[src/hdl/pcc_consts.vh]
`ifndef PCC_CONSTS_VH
`define PCC_CONSTS_VH
// Register word addresses (byte address = 4 x index)
`define PCC_ADDR_MODE 4'h0
`define PCC_ADDR_VLOW 4'h1
`define PCC_ADDR_VHIGH 4'h2
`define PCC_ADDR_WCFG 4'h3
`define PCC_ADDR_STAT 4'h4
`define PCC_ADDR_COUNT 4'h5
`define PCC_ADDR_PIN 4'h6
// Mode register bit positions
`define PCC_B_IRQ 0
`define PCC_B_PWM 1
`define PCC_B_TOG 2
`define PCC_B_MAT 3
`define PCC_B_FALL 4
`define PCC_B_RISE 5
`define PCC_B_ECOM 6
// Width config bit positions
`define PCC_B_CLS_LO 0
`define PCC_B_CLS_HI 1
`define PCC_B_OVIE 5
`define PCC_B_RSEL 7
// Status bit positions
`define PCC_B_CEF 0
`define PCC_B_SOVF 1
// Reset values
`define PCC_MODE_RST 8'h00
`define PCC_WCFG_RST 8'h00
`define PCC_VAL_RST 16'h0000
`endif

[src/hdl/pcc_channel.v]
// Added by the designer: the Avalon-MM slave port and the address map.
`timescale 1ns/100ps
`default_nettype none
`include "pcc_consts.vh"
module pcc_channel (
    // Clock and reset
    input wire MCLK,
    input wire RESET_N,
    // Counter array timebase
    input wire COUNT_TICK,
    input wire [15:0] COUNT_VALUE,
    // Avalon-MM slave
    input wire [3:0] AVS_ADDRESS,
    input wire AVS_READ,
    input wire AVS_WRITE,
    input wire [31:0] AVS_WRITEDATA,
    input wire [3:0] AVS_BYTEENABLE,
    output reg [31:0] AVS_READDATA,
    output reg AVS_WAITREQUEST,
    // Channel pin
    input wire CHANNEL_IO_PIN_I,
    output reg CHANNEL_IO_PIN_O,
    output reg CHANNEL_IO_PIN_OE,
    // Interrupt request
    output reg IRQ
);
    reg pin_s1_reg, pin_s2_reg, pin_s3_reg;
    reg [7:0] mode_reg, wcfg_reg;
    reg [15:0] value_reg, reload_reg;
    reg event_reg, ovf_reg, out_reg, ack_reg;
    wire cap_rise = mode_reg[`PCC_B_RISE];
    wire cap_fall = mode_reg[`PCC_B_FALL];
    wire ecom = mode_reg[`PCC_B_ECOM];
    wire mat = mode_reg[`PCC_B_MAT];
    wire tog = mode_reg[`PCC_B_TOG];
    wire pwm = mode_reg[`PCC_B_PWM];
    wire [1:0] cls = wcfg_reg[`PCC_B_CLS_HI:`PCC_B_CLS_LO];
    wire reload_sel = wcfg_reg[`PCC_B_RSEL];
    // Mode decode
    wire capture_mode = cap_rise | cap_fall;
    wire freq_mode = !capture_mode & ecom & tog & pwm;
    wire pwm_mode = !capture_mode & pwm & !tog;
    wire cmp_mode = !capture_mode & !pwm;
    // Capture edge detect reads only the second and third stage
    wire rise_edge = pin_s2_reg & !pin_s3_reg;
    wire fall_edge = !pin_s2_reg & pin_s3_reg;
    wire capture_hit = (cap_rise & rise_edge) | (cap_fall & fall_edge);
    // Counter lengths and wrap detection
    reg [15:0] len_mask;
    always @* begin
        case (cls)
            2'b00: len_mask = 16'h00FF;
            2'b01: len_mask = 16'h01FF;
            2'b10: len_mask = 16'h03FF;
            default: len_mask = 16'h07FF;
        endcase
    end
    // Wrap seen when masked counter is at its top and a tick arrives
    wire short_wrap = COUNT_TICK & ((COUNT_VALUE & len_mask) == len_mask);
    wire full_match = COUNT_TICK & (COUNT_VALUE == value_reg);
    wire low_match = COUNT_TICK & (COUNT_VALUE[7:0] == value_reg[7:0]);
    // Width match looks at the count being entered, so the high time
    // covers the matched count itself and the duty is not one count short
    wire [15:0] count_next = COUNT_VALUE + 16'h0001;
    wire pwm_match = COUNT_TICK
        & ((count_next & len_mask) == (value_reg & len_mask));
    // Value that takes over at a wrap; zero means the pin stays high
    wire wrap_zero = (cls == 2'b00) ? (value_reg[15:8] == 8'h00)
        : ((reload_reg & len_mask) == 16'h0000);
    // Bus write decode; one wait cycle makes every access two cycles
    wire req = (AVS_READ | AVS_WRITE) & !ack_reg;
    wire wr_go = AVS_WRITE & ack_reg;
    wire wr_low = wr_go & (AVS_ADDRESS == `PCC_ADDR_VLOW) & AVS_BYTEENABLE[0];
    wire wr_high = wr_go & (AVS_ADDRESS == `PCC_ADDR_VHIGH) & AVS_BYTEENABLE[0];
    wire wr_mode = wr_go & (AVS_ADDRESS == `PCC_ADDR_MODE) & AVS_BYTEENABLE[0];
    wire wr_wcfg = wr_go & (AVS_ADDRESS == `PCC_ADDR_WCFG) & AVS_BYTEENABLE[0];
    wire wr_stat = wr_go & (AVS_ADDRESS == `PCC_ADDR_STAT) & AVS_BYTEENABLE[0];
    // Hardware events
    wire ev_set = (capture_mode & capture_hit)
        | (cmp_mode & ecom & mat & full_match)
        | (freq_mode & mat & full_match)
        | (pwm_mode & ecom & mat & pwm_match);
    wire ov_set = pwm_mode & short_wrap;

    // Pin synchroniser, two stages before use plus one history stage
    // Resets to the idle high level so no false edge follows reset
    always @(posedge MCLK or negedge RESET_N) begin
        if (!RESET_N) begin
            pin_s1_reg <= 1'b1;
            pin_s2_reg <= 1'b1;
            pin_s3_reg <= 1'b1;
        end else begin
            pin_s1_reg <= CHANNEL_IO_PIN_I;
            pin_s2_reg <= pin_s1_reg;
            pin_s3_reg <= pin_s2_reg;
        end
    end

    // Configuration registers
    always @(posedge MCLK or negedge RESET_N) begin
        if (!RESET_N) begin
            mode_reg <= `PCC_MODE_RST;
            wcfg_reg <= `PCC_WCFG_RST;
        end else begin
            if (wr_wcfg)
                wcfg_reg <= AVS_WRITEDATA[7:0];
            if (wr_mode)
                mode_reg <= AVS_WRITEDATA[7:0];
            else if (wr_low & !reload_sel)
                mode_reg[`PCC_B_ECOM] <= 1'b0;
            else if (wr_high & !reload_sel)
                mode_reg[`PCC_B_ECOM] <= 1'b1;
        end
    end

    // Channel value and auto-reload registers
    always @(posedge MCLK or negedge RESET_N) begin
        if (!RESET_N) begin
            value_reg <= `PCC_VAL_RST;
            reload_reg <= `PCC_VAL_RST;
        end else begin
            // Hardware updates first; a same-cycle software write wins below
            if (capture_mode & capture_hit)
                value_reg <= COUNT_VALUE;
            else if (freq_mode & ecom & low_match)
                value_reg[7:0] <= value_reg[7:0] + value_reg[15:8];
            else if (pwm_mode & short_wrap & (cls == 2'b00))
                value_reg[7:0] <= value_reg[15:8];
            else if (pwm_mode & short_wrap)
                value_reg <= reload_reg & len_mask;
            if (wr_low & reload_sel)
                reload_reg[7:0] <= AVS_WRITEDATA[7:0];
            if (wr_high & reload_sel)
                reload_reg[15:8] <= AVS_WRITEDATA[7:0];
            if (wr_low & !reload_sel)
                value_reg[7:0] <= AVS_WRITEDATA[7:0];
            if (wr_high & !reload_sel)
                value_reg[15:8] <= AVS_WRITEDATA[7:0];
        end
    end

    // Status flags: set beats a same-cycle software clear
    always @(posedge MCLK or negedge RESET_N) begin
        if (!RESET_N) begin
            event_reg <= 1'b0;
            ovf_reg <= 1'b0;
        end else begin
            if (ev_set)
                event_reg <= 1'b1;
            else if (wr_stat & !AVS_WRITEDATA[`PCC_B_CEF])
                event_reg <= 1'b0;
            if (ov_set)
                ovf_reg <= 1'b1;
            else if (wr_stat & !AVS_WRITEDATA[`PCC_B_SOVF])
                ovf_reg <= 1'b0;
        end
    end

    // Output generator
    always @(posedge MCLK or negedge RESET_N) begin
        if (!RESET_N) begin
            out_reg <= 1'b0;
        end else if (pwm_mode) begin
            if (!ecom)
                out_reg <= 1'b0;
            else if (short_wrap)
                out_reg <= wrap_zero;
            else if (pwm_match)
                out_reg <= 1'b1;
        end else if (freq_mode) begin
            if (low_match)
                out_reg <= !out_reg;
        end else if (cmp_mode & tog & ecom & full_match) begin
            out_reg <= !out_reg;
        end
    end

    // Pin drive: released in capture and timer modes so the pin reads back
    always @(posedge MCLK or negedge RESET_N) begin
        if (!RESET_N) begin
            CHANNEL_IO_PIN_O <= 1'b0;
            CHANNEL_IO_PIN_OE <= 1'b0;
            IRQ <= 1'b0;
        end else begin
            CHANNEL_IO_PIN_O <= out_reg;
            CHANNEL_IO_PIN_OE <= pwm_mode | freq_mode | (cmp_mode & tog);
            IRQ <= (event_reg & mode_reg[`PCC_B_IRQ])
                | (ovf_reg & wcfg_reg[`PCC_B_OVIE]);
        end
    end

    // Avalon slave: waitrequest high on the first cycle of a request
    always @(posedge MCLK or negedge RESET_N) begin
        if (!RESET_N) begin
            ack_reg <= 1'b0;
            AVS_WAITREQUEST <= 1'b1;
            AVS_READDATA <= 32'h00000000;
        end else begin
            ack_reg <= req;
            AVS_WAITREQUEST <= !req;
            if (req & AVS_READ) begin
                case (AVS_ADDRESS)
                    `PCC_ADDR_MODE: AVS_READDATA <= {24'h000000, mode_reg};
                    `PCC_ADDR_VLOW: AVS_READDATA <= {24'h000000,
                        reload_sel ? reload_reg[7:0] : value_reg[7:0]};
                    `PCC_ADDR_VHIGH: AVS_READDATA <= {24'h000000,
                        reload_sel ? reload_reg[15:8] : value_reg[15:8]};
                    `PCC_ADDR_WCFG: AVS_READDATA <= {24'h000000, wcfg_reg};
                    `PCC_ADDR_STAT: AVS_READDATA <= {30'h00000000, ovf_reg, event_reg};
                    `PCC_ADDR_COUNT: AVS_READDATA <= {16'h0000, COUNT_VALUE};
                    `PCC_ADDR_PIN: AVS_READDATA <= {31'h00000000, pin_s2_reg};
                    default: AVS_READDATA <= 32'h00000000;
                endcase
            end
        end
    end
endmodule // pcc_channel
`default_nettype wire

[config.mk]
export PLATFORM = sky130hd
export DESIGN_NAME = pcc_channel
export DESIGN_NICKNAME = d
export VERILOG_FILES = /design/src/hdl/pcc_channel.v
export VERILOG_INCLUDE_DIRS = /design/src /design/src/hdl
export SDC_FILE = /design/constraint.sdc
export NUM_CORES = 1
export LEC_CHECK = 0
export BUFFER_PORTS_ARGS = -buffer_cell sky130_fd_sc_hd__buf_2
export CAP_MARGIN = 20
export CORE_ASPECT_RATIO = 0.6
export CORE_MARGIN = 2
export CORE_UTILIZATION = 56
export CTS_CLUSTER_DIAMETER = 80
export DETAILED_ROUTE_END_ITERATION = 7
export HOLD_SLACK_MARGIN = 0.1
export PLACE_DENSITY = 0.82
export SLEW_MARGIN = 10
export SYNTH_ARGS = -nofsm -noshare
export SYNTH_HDL_FRONTEND = slang
export SYNTH_SLANG_ARGS = --single-unit
export TNS_END_PERCENT = 5
[constraint.sdc]
create_clock -name MCLK -period 2.5 [get_ports MCLK]
set_input_delay 0.625 -clock MCLK [delete_from_list [all_inputs] [get_ports MCLK]]
set_output_delay 0.625 -clock MCLK [all_outputs]
set_load 0.02 [all_outputs]
==> Yosys cells after proc, flatten, opt, wreduce, memory -nomap -nowiden <==
Index checks and enable logic that the tools add are counted.
{ "word_totals": {"in_bits": 62, "elab_cells": 151, "mem_count": 0, "ff_bits": 91, "output_inout_bits": 36, "romBits": 0, "ram_bits": 0, "latch_bits": 0} }
{ "classes": {"mux": 27, "magnitude_cmp": 0, "n_bitwise": 64, "shifts": 0, "n_addsub": 2, "mul": 0, "div_mod_pow": 0, "n_reduce_logical": 23, "eq_ne": 16} }
{ "ops": {"columns": ["cell", "count"], "rows": [
  ["16-bit case mux with 7 select lines", 1],
  ["8-bit two-way mux", 8],
  ["1-bit bitwise AND", 51],
  ["16-bit bitwise AND", 3],
  ["16-bit equality test", 3],
  ["11-bit case mux with 3 select lines", 1],
  ["16-bit two-way mux", 2],
  ["16-bit by 1-bit adder with 16-bit output, second input constant", 1],
  ["16-bit by 11-bit bitwise AND with 16-bit output", 1],
  ["16-bit zero test", 1],
  ["1-bit two-way mux", 15],
  ["4-bit by 3-bit equality test with 1-bit output, second input constant", 3],
  ["1-bit zero test", 11],
  ["1-bit OR", 9],
  ["3-bit nonzero test", 3],
  ["8-bit adder", 1],
  ["4-bit by 2-bit equality test with 1-bit output, second input constant", 2],
  ["8-bit equality test", 1],
  ["8-bit zero test", 1],
  ["3-bit by 2-bit inequality test with 1-bit output, second input constant", 2],
  ["3-bit AND reduction", 2],
  ["5-bit nonzero test", 1],
  ["4-bit by 1-bit equality test with 1-bit output, second input constant", 1],
  ["4-bit zero test", 1],
  ["6 further kinds", 7]
]} }

==> Logic depth before layout (Yosys ltp) <==
Gate-level depths: netlist (run 1).
{ "logic_depth": {"ltp_word": 11, "mapped_depth": 9, "ltp_nobuf": 9} }

==> Worst setup path after synthesis (run 1) <==
OpenSTA, ideal clock, no wires.
{ "synth_path": {"path_kind": "input to register", "start": "in COUNT_VALUE[3]", "end": "reg value_reg[10]", "setup_ns": 0.125, "stages": 6, "t_arrival_ns": 2.085, "setup_slack_ns": 0.291, "n_path_buf": 1, "t_required_ns": 2.375, "path_cell_list": "buf_2 > nand4_1 > nor2_1 > and4_1 > a211oi_2 > mux2_2"} }
{ "synth_via": {"elab_chain_cells": 7, "word_cells_on_any_way": 12, "classes_between": "eq/ne (4); bitwise (6); reduce/logical (2)"} }
{ "synth_lines": {"columns": ["item", "line_no", "rtl"], "rows": [
  ["from (decl)", "pcc_channel.v:11", "input wire [15:0] COUNT_VALUE,"],
  ["16-bit bitwise AND", "pcc_channel.v:59", "wire short_wrap = COUNT_TICK & ((COUNT_VALUE & len_mask) == len_mask);"],
  ["16-bit equality test", "pcc_channel.v:59", null],
  ["1-bit bitwise AND", "pcc_channel.v:59", null],
  ["1-bit bitwise AND", "pcc_channel.v:127, pcc_channel.v:129", null],
  ["1-bit bitwise AND", "pcc_channel.v:127", "else if (pwm_mode & short_wrap & (cls == 2'b00))"],
  ["3-bit by 2-bit inequality test with 1-bit output (no line)", null, null],
  ["3-bit AND reduction (no line) *", null, null],
  ["to (signal assigned)", "pcc_channel.v:119", "value_reg <= `PCC_VAL_RST;"],
  ["to (signal assigned)", "pcc_channel.v:130", "value_reg <= reload_reg & len_mask;"],
  ["to (signal assigned)", "pcc_channel.v:138", "value_reg[15:8] <= AVS_WRITEDATA[7:0];"],
  ["to (decl)", "pcc_channel.v:29", "reg [15:0] value_reg, reload_reg;"]
]} }
Mark *: on every way between the ends. The rest lies on a longest branch, timed or not.
A chain may end at the register's enable or synchronous reset.

==> Worst setup path in the final report (run 1) <==
{ "layout_path": {"start": "reg value_reg[0]", "end": "reg value_reg[4]"} }
{ "layout_via": {"elab_chain_cells": 6, "word_cells_on_any_way": 8, "classes_between": "add/sub (1); eq/ne (1); mux (3); bitwise (2); reduce/logical (1)"} }
{ "layout_lines": {"columns": ["item", "line_no", "rtl"], "rows": [
  ["from (signal assigned)", "pcc_channel.v:119", null],
  ["from (signal assigned)", "pcc_channel.v:126", "value_reg[7:0] <= value_reg[7:0] + value_reg[15:8];"],
  ["from (signal assigned)", "pcc_channel.v:128", "value_reg[7:0] <= value_reg[15:8];"],
  ["branches (longest 6 deep; another with 8-bit adder)", null, null]
]} }
Several ways; the timed one is not identified.

==> results.yml, run 1 <==
clocking:
  hold_buffers: 0
  clock_path_buffers: 2
  postCtsSetupBuffers: 0
  post_cts_resize_count: 0
  clock_latency_ns: 0.34
  cts_root_buf: "clkbuf_16"
  clk_pin_slew_ns: 0.06
  h-tree-depth: 3
  numCtsBuffers: 9
  cts_sinks: 75
  cts_tree: "done"
route:
  drt_first_pass_iters: 6
  drtAntennaViolNets: 0
  wl_per_cell_um: 22.4
  wirelength_mm: 16.0
  drc: 0
  via_per_inst: 6.43
  drt_iter0_markers: 572
  vias: 4605
placement:
  routabilityCongestion: 1.03
  io_buffers: 54
  dp_hpwl_mm: 12.0
timing:
  final.setup.tns_ns: 0
  rsz0062_at_grt: "false"
  fmax_mhz: 452
  relSlewSlack: 0.513
  finalMaxSlewViolations: 0
  hold_viol_final: 0
  fin_crit_ns: 2.21
  finalCritPeriodShare: 0.886
  setup_viol: 0
  tightest_slew_ns: 0.730
  fin_skew_ns: 0.00511
floorplanning:
  start_util: 0.572
  ios: 98
  core_area_um2: 8460
  num_rows: 26
  die_x_um: 124
  dieHeight_um: 76.0
  die_area_um2: 9420
setup_path:
  cp_max_fo: 4
  cp_data_arrival_time_ns: 2.44
  endpoint_kind: "flop"
  required_ns: 2.72
  worstSetupPathType: "reg2reg"
  worst_setup_path_start_kind: "flop"
finish:
  nNetsFinal: 670
  drive_gt1_frac: 0.270
  n_antenna_cell: 0
  postLayoutCoreUtil: 0.667
  synthToLayoutAreaGrowth_pct: 16.7
yosys:
  yosysMostFrequentCell: "nand2_1"
  syn_inst: 522
  synth.area.top_cells: "dfrtp_1 37%, mux2_2 9.1%, nand2_1 5.7%"
  yosys_most_used_dff: "dfrtp_1"
  synth_top_area_share: 0.367
  postSynthAreaPerCell_um2: 9.26
  synth_edf_count: 0
  ys_async_sr_fraction: 1.00
  synth_common_cells: "74 x nand2_1, 71 x dfrtp_1, 51 x o21ai_0, 39 x mux2_2, 28 x nor2_1"
  ys_warn_count: 0
  ys_seq_area_frac: 0.389
  syn-cell-area_um2: 4830
  synth_seq_cells: 75
  synth_cell_type_count: 66
  yosysTopAreaCell: "dfrtp_1"
grt:
  overflow: 0
  grt_use_total: 0.355
  grt_max_degree: 65
  grt_pass1_vias: 4332
  grt_pass1_wl_mm: 24.5
  antenna_found_initial: 1
power_and_ir_drop:
  peakVddDrop_v: 0.000480
  leakage_nw: 2.60
  powerDensity_nw_per_um2: 757
outcome:
  status: "completed"
job:
  cap_violations: 0
hold_path:
  hp-class: "in2async"
## stage by stage
stage          power (mW)  std cells  hold WS [ns]  worst slack (ns)  area [um2]
2_1_floorplan        2.49        537         0.329             0.291        4890
6_report             4.27        716         0.121             0.286        5640
3_5_place_dp         2.97        700         0.351            0.0623        5350
5_1_grt              4.43        716         0.126             0.212        5640
3_3_place_gp         2.93        700         0.348            0.0856        5350
4_1_cts              4.21        716         0.123             0.322        5640
## report_power, final
group	switching (mW)	internal, mW
registers	0.300	1.39
clock network	0.549	0.708
logic	0.738	0.581
## cells in the final DEF, fill, tap and decap left out, types with 3 or more instances in the layout
master,n
a21oi_1,20
a221o_1,7
a222oi_1,6
a22o_1,8
a31oi_1,5
and3_1,5
buf_2,53
buf_4,38
clkbuf_16,9
conb_1,16
dfrtp_1,71
dfstp_2,4
ha_1,8
inv_1,13
mux2_2,39
mux2i_1,13
nand2_1,74
nand2b_1,3
nand3_1,15
nand4_1,4
nor2_1,28
nor2b_1,6
nor3_1,6
nor4_1,5
nor4b_1,3
o211ai_1,3
o21ai_0,51
o21ai_1,5
o22ai_1,7
o31a_1,3
or2_2,3
or3_1,4
xnor2_1,11
xor2_1,15
## worst paths after layout
path	from	endpoint	slack (ns)	depth (start not counted)
max	value_reg[0]	value_reg[4]	0.29	9
min	RESET_N	value_reg[6]	0.12	1
max reg2reg	value_reg[0]	value_reg[4]	0.29	9
min reg2reg	pin_s1_reg	pin_s2_reg	0.37	0
max in group asynchronous	RESET_N	AVS_WAITREQUEST	1.76	2
min in group MCLK	pin_s1_reg	pin_s2_reg	0.37	0
## critical path: stages (launching register included)
cell and delay (ns):
dfrtp_1 0.46, ha_1 0.20, inv_1 0.06, fa_1 0.39, nor2b_1 0.19, o31a_1 0.20, a21oi_1 0.06, a221o_1 0.34
a21oi_1 0.12, o22ai_1 0.09
## cells by family (layout without fill, tap and decap cells)
family                     after synthesis  count (layout)  synth area share
and+or+nand+nor                        173             173             0.182
buffers and inverters                   54             121            0.0613
adders and majority gates                9               9            0.0248
AOI/OAI and AO/OA                      132             132             0.177
DFF                                     75              75             0.389
xor gates and xnor gates                26              26            0.0471
other                                    1              16          0.000776
muxes                                   52              52             0.118
## final cells by class
class                      instances  area (um2)
tap                              112         140
clock inverter                     6        47.5
fill                             705        2820
clock buffer                      10         239
timing repair buffer              92         571
inverter                          13        48.8
multi-input combinational        408        2710
sequential                        75        1880
## metal layers
metal,vias to the layer above,GRT usage,share of wire
met2,343,0.492,0.42
met5,-,0,0.00081
met4,2,0.0798,0.016
li1,2033,-,-
met3,29,0.139,0.15
met1,2198,0.524,0.41
Power figures use the tool's default switching activity.
==> run 2: changes to the inputs <==
--- a/config.mk
+++ b/config.mk
@@ -6,15 +6,16 @@
 export SDC_FILE = /design/constraint.sdc
 export NUM_CORES = 1
 export LEC_CHECK = 0
+export ABC_AREA = 1
 export BUFFER_PORTS_ARGS = -buffer_cell sky130_fd_sc_hd__buf_2
 export CAP_MARGIN = 20
 export CORE_ASPECT_RATIO = 0.6
 export CORE_MARGIN = 2
-export CORE_UTILIZATION = 56
+export CORE_UTILIZATION = 57
 export CTS_CLUSTER_DIAMETER = 80
 export DETAILED_ROUTE_END_ITERATION = 7
 export HOLD_SLACK_MARGIN = 0.1
-export PLACE_DENSITY = 0.82
+export PLACE_DENSITY = 0.83
 export SLEW_MARGIN = 10
 export SYNTH_ARGS = -nofsm -noshare
 export SYNTH_HDL_FRONTEND = slang
==> run 2 against run 1 <==
Effect of this change: largest cell class unchanged; sequential power down 11%; first-iteration DRC count up 32%; flip-flop and latch count unchanged; clock-buffer cell count down 1; critical endpoint is now value_reg[10]; combinational power down 23%; clock power up 6%.
==> results.yml, run 2 <==
yosys:
  yosys.area_share.simple: 0.346
  synth_xor_area_frac: 0.0314
  yosysTopAreaCell: "dfrtp_1"
  synth_fa_ha_area_frac: 0.0227
  synth_common_cells: "240 x nand2_1, 99 x inv_1, 71 x dfrtp_1, 68 x o21ai_0, 57 x nor2_1"
  ys_seq_area_frac: 0.355
  synth.area.top_cells: "dfrtp_1 34%, nand2_1 17%, inv_1 7.0%"
  yosys_most_used_dff: "dfrtp_1"
  synth_seq_cells: 75
  synth_mux_area_frac: 0
  ys_warn_count: 0
  yosysMostFrequentCell: "nand2_1"
  synth-compound-area-share: 0.127
  synth_top_area_share: 0.336
  synth_cell_type_count: 45
  synth_edf_count: 0
  synth_top_family_by_area: "simple AND/OR/NAND/NOR gates"
  syn_inst: 773
  syn-cell-area_um2: 5290
  postSynthAreaPerCell_um2: 6.85
  ys_async_sr_fraction: 1.00
floorplanning:
  dieHeight_um: 78.7
  start_util: 0.583
  die_area_um2: 10100
  die_x_um: 128
  core_area_um2: 9090
  num_rows: 27
  ios: 98
grt:
  grt_pass1_wl_mm: 27.1
  grt_max_degree: 47
  antenna_found_initial: 0
  grt_use_total: 0.355
  overflow: 0
  grt_pass1_vias: 5126
timing:
  setup_viol: 0
  fmax_mhz: 427
  relSlewSlack: 0.635
  tightest_slew_ns: 0.546
  finalMaxSlewViolations: 0
  finalCritPeriodShare: 0.937
  fin_crit_ns: 2.34
  final.setup.tns_ns: 0
  hold_viol_final: 0
  fin_skew_ns: 0.00411
  rsz0062_at_grt: "false"
finish:
  nNetsFinal: 912
  postLayoutCoreUtil: 0.663
  n_antenna_cell: 0
  synthToLayoutAreaGrowth_pct: 13.9
  final_common_cell: "nand2_1"
  final_cell_mix: "240 x nand2_1, 99 x inv_1, 71 x dfrtp_1"
  drive_gt1_frac: 0.147
setup_path:
  worstSetupPathType: "in2reg"
  rr_worst_depth: 9
  endpoint_kind: "flop"
  cp_data_arrival_time_ns: 2.60
  r2r_setup_slack_ns: 0.29
  worst_setup_path_start_kind: "input port"
  r2r-end: "value_reg[10]"
  cp_max_fo: 10
  required_ns: 2.76
  r2r_start: "wcfg_reg[1]"
job:
  cap_violations: 0
power_and_ir_drop:
  peakVddDrop_v: 0.000402
  leakage_nw: 3.13
  powerDensity_nw_per_um2: 638
clocking:
  clk_pin_slew_ns: 0.06
  cts_sinks: 75
  clock_latency_ns: 0.35
  cts_root_buf: "clkbuf_16"
  hold_buffers: 0
  numCtsBuffers: 9
  postCtsSetupBuffers: 0
  cts_tree: "done"
  clock_path_buffers: 2
  h-tree-depth: 3
  post_cts_resize_count: 0
route:
  wirelength_mm: 17.0
  drt_first_pass_iters: 6
  drtAntennaViolNets: 0
  via_per_inst: 5.85
  wl_per_cell_um: 17.7
  drc: 0
  drt_iter0_markers: 754
  vias: 5631
placement:
  io_buffers: 54
  routabilityCongestion: 1.02
  dp_hpwl_mm: 13.4
outcome:
  status: "completed"
hold_path:
  hp-class: "in2async"
-- run 2: cell types whose count changed after synthesis, moves of 17 or more --
| cell | delta |
|---|---|
| nand2_1 | +166 |
| inv_1 | +86 |
| nand3_1 | +40 |
| mux2_2 | -39 |
| nor2_1 | +29 |
| nand4_1 | +26 |
| o21ai_0 | +17 |
-- run 2: worst max path at each step --
stage	from	depth (start not counted)	to
3_5_place_dp	COUNT_VALUE[1]	10	value_reg[10]
5_1_grt	COUNT_VALUE[0]	10	value_reg[10]
3_3_place_gp	COUNT_VALUE[1]	15	out_reg
2_1_floorplan	COUNT_VALUE[0]	11	value_reg[0]
6_report	COUNT_VALUE[0]	10	value_reg[10]
4_1_cts	COUNT_VALUE[1]	10	value_reg[10]
-- run 2: through the flow --
step,power [mW],instance area [um2],hold slack (ns),worst slack (ns),instances
floorplan,2.17,5350,0.329,0.539,788
global placement,2.47,5730,0.345,0.0351,946
detailed placement,2.50,5730,0.350,-0.00727,946
CTS,3.81,6030,0.231,0.287,962
global route,4.02,6030,0.246,0.0141,962
finish,3.85,6030,0.215,0.156,962
-- run 2: kinds of logic after synthesis --
| group | Yosys count |
|---|---|
| fa+ha+maj | 9 |
| buf+inv | 141 |
| simple gates | 410 |
| flops | 75 |
| xor+xnor | 19 |
| compound gates | 118 |
| other cells | 1 |
-- run 2: area by class of cell --
cell class	count	area [um2]
flip-flops and latches	75	1880
clock inverters	7	73.8
clock buffers	9	225
fillers	838	3060
repair buffers	75	443
inverters	108	408
multi-input cells	572	2850
well taps	116	145
-- run 2: worst max-delay path, stage by stage --
cell	delay, ns
buf_2	0.13
ha_1	0.25
nand3_1	0.12
inv_1	0.20
nand2_2	0.15
nor3_4	0.35
nand2_1	0.12
nand2_2	0.25
o221ai_1	0.25
o21ai_0	0.14
-- run 2: report_power, final --
| group | switching [mW] | total (mW) | internal [mW] |
|---|---|---|---|
| sequential | 0.149 | 1.50 | 1.35 |
| combinational | 0.693 | 1.02 | 0.326 |
| clock | 0.550 | 1.33 | 0.778 |
| total | 1.39 | 3.85 | 2.45 |
-- run 2: layer usage --
metal | vias to the layer above | wire length, um | GRT usage
li1 | 2625 | - | -
met2 | 349 | 6990 | 0.505
met5 | - | 0 | 0
met4 | 0 | 184 | 0.0769
met3 | 24 | 2300 | 0.0941
met1 | 2633 | 7570 | 0.535
==> run 3: changes to the inputs <==
--- a/config.mk
+++ b/config.mk
@@ -9,13 +9,12 @@
 export ABC_AREA = 1
 export BUFFER_PORTS_ARGS = -buffer_cell sky130_fd_sc_hd__buf_2
 export CAP_MARGIN = 20
-export CORE_ASPECT_RATIO = 0.6
 export CORE_MARGIN = 2
-export CORE_UTILIZATION = 57
+export CORE_UTILIZATION = 51
 export CTS_CLUSTER_DIAMETER = 80
 export DETAILED_ROUTE_END_ITERATION = 7
 export HOLD_SLACK_MARGIN = 0.1
-export PLACE_DENSITY = 0.83
+export PLACE_DENSITY = 0.78
 export SLEW_MARGIN = 10
 export SYNTH_ARGS = -nofsm -noshare
 export SYNTH_HDL_FRONTEND = slang
==> constraint.sdc (replaced) <==
create_clock -name MCLK -period 2.1 [get_ports MCLK]
set_input_delay 0.525 -clock MCLK [delete_from_list [all_inputs] [get_ports MCLK]]
set_output_delay 0.525 -clock MCLK [all_outputs]
set_load 0.02 [all_outputs]
==> run 3 against run 2 <==
Effect of this change: the run now ends with design-rule violations left; via count is 0.73% lower; first-iteration DRC count is 3.8% lower; cell count is 4.0% higher; die area is 11% higher; critical path depth is 2 higher; largest cell class unchanged; largest power group unchanged.
==> results.yml, run 3 (synthesized netlist as in run 2, its figures left out) <==
route:
  via_per_inst: 5.59
  drt_iter0_markers: 725
  drtAntennaViolNets: 0
  drc: 4
  wl_per_cell_um: 16.6
  drt_first_pass_iters: 8
  vias: 5590
  wirelength_mm: 16.6
floorplanning:
  ios: 98
  core_area_um2: 10200
  start_util: 0.520
  dieHeight_um: 106
  num_rows: 37
  die_x_um: 106
  die_area_um2: 11200
timing:
  hold_viol_final: 0
  final.setup.tns_ns: 0
  finalMaxSlewViolations: 0
  finalCritPeriodShare: 0.909
  rsz0062_at_grt: "false"
  fin_skew_ns: 0.0163
  fmax_mhz: 524
  setup_viol: 0
  fin_crit_ns: 1.91
clocking:
  cts_sinks: 75
  cts_root_buf: "clkbuf_8"
  cts_tree: "done"
  clock_latency_ns: 0.37
  h-tree-depth: 3
  clk_pin_slew_ns: 0.10
  clock_path_buffers: 2
  numCtsBuffers: 9
grt:
  grt_max_degree: 54
  grt_use_total: 0.306
  overflow: 0
  grt_pass1_vias: 5074
  antenna_found_initial: 0
  grt_pass1_wl_mm: 26.4
power_and_ir_drop:
  p_comb_frac: 0.296
  clockPowerShare: 0.286
  sw_frac_of_total: 0.386
  peakVddDrop_v: 0.000344
  sequentialPowerShare: 0.419
  intPower_mw: 2.60
  switching_power_mw: 1.63
  powerDensity_nw_per_um2: 692
  leakage_nw: 3.18
outcome:
  violations: "design-rule violations"
  status: "finished, violations left"
setup_path:
  worst_setup_path_start_kind: "flop"
  cp_max_fo: 3
  endpoint_kind: "flop"
  r2r-end: "value_reg[4]"
  r2r_setup_slack_ns: 0.19
  required_ns: 2.41
  worstSetupPathType: "reg2reg"
  cp_data_arrival_time_ns: 2.22
  r2r_start: "value_reg[8]"
  rr_worst_depth: 12
hold_path:
  min_to: "pin_s1_reg"
  min_from: "CHANNEL_IO_PIN_I"
  holdPathStages: 1
  hp-class: "in2reg"
finish:
  final_common_cell: "nand2_1"
  synthToLayoutAreaGrowth_pct: 15.4
  nNetsFinal: 930
  n_antenna_cell: 0
  drive_gt1_frac: 0.163
  final_cells: 1000
  postLayoutCoreUtil: 0.600
  final_cell_mix: "240 x nand2_1, 99 x inv_1, 71 x dfrtp_1"
placement:
  dp_cells: 983
  io_buffers: 54
  dp_hpwl_mm: 12.9
  routabilityCongestion: 0.983
job:
  cap_violations: 0
run 3: metrics by stage:
step / hold slack (ns) / setup WS [ns] / instance area, um2 / power (mW)
2_1_floorplan: 0.229 / 0.239 / 5350 / 2.58
4_1_cts: 0.243 / 0.179 / 6100 / 4.21
3_5_place_dp: 0.350 / 0.00223 / 5880 / 3.01
6_report: 0.247 / 0.191 / 6110 / 4.23
3_3_place_gp: 0.347 / 0.0146 / 5880 / 2.99
5_1_grt: 0.229 / 0.0152 / 6110 / 4.47
run 3: worst max path at each step:
stage | start | to
6_report | value_reg[8] | value_reg[4]
2_1_floorplan | COUNT_VALUE[0] | value_reg[0]
4_1_cts | value_reg[8] | value_reg[4]
5_1_grt | value_reg[0] | value_reg[4]
3_5_place_dp | COUNT_VALUE[0] | value_reg[14]
3_3_place_gp | COUNT_VALUE[0] | value_reg[14]
run 3: worst max-delay path, cell delays in order, from the launching register on:
cell     delay [ns]
dfrtp_1        0.43
ha_1           0.22
inv_1          0.07
fa_1           0.41
inv_1          0.09
a31oi_1        0.10
xnor2_1        0.19
nand2_1        0.07
nand2_1        0.07
nand2_1        0.04
nand2_1        0.06
nand2_1        0.05
nand2_1        0.05
run 3: what timing repair did:
action                                  in CTS  in global routing
endpoints found under the setup margin       0                  1
setup buffers                                0                  0
hold buffers                                 1                  0
hold endpoints to repair                    21                  0
resized for setup                            0                  1
run 3: power by group through the flow:
stage	Sequential [mW]	Clock (mW)	Combinational, mW
floorplan	1.80	0	0.780
finish	1.77	1.21	1.25
detailed placement	1.79	0	1.22
global placement	1.79	0	1.20
CTS	1.76	1.22	1.23
global route	1.79	1.30	1.38
run 3: per-layer routing:
metal | GRT usage | vias to the layer above | wire, um
li1 | - | 2654 | -
met1 | 0.439 | 2520 | 6940
met2 | 0.459 | 347 | 7070
met3 | 0.0513 | 69 | 1870
met4 | 0.127 | 0 | 683
met5 | 0 | - | 0
run 3: cell type report:
type / count / area, um2
repair buffers: 93 / 581
inverters: 108 / 408
multi-input cells: 572 / 2860
well taps: 136 / 170
flip-flops and latches: 75 / 1880
clock buffers: 9 / 124
clock inverters: 7 / 85.1
fillers: 1001 / 4080
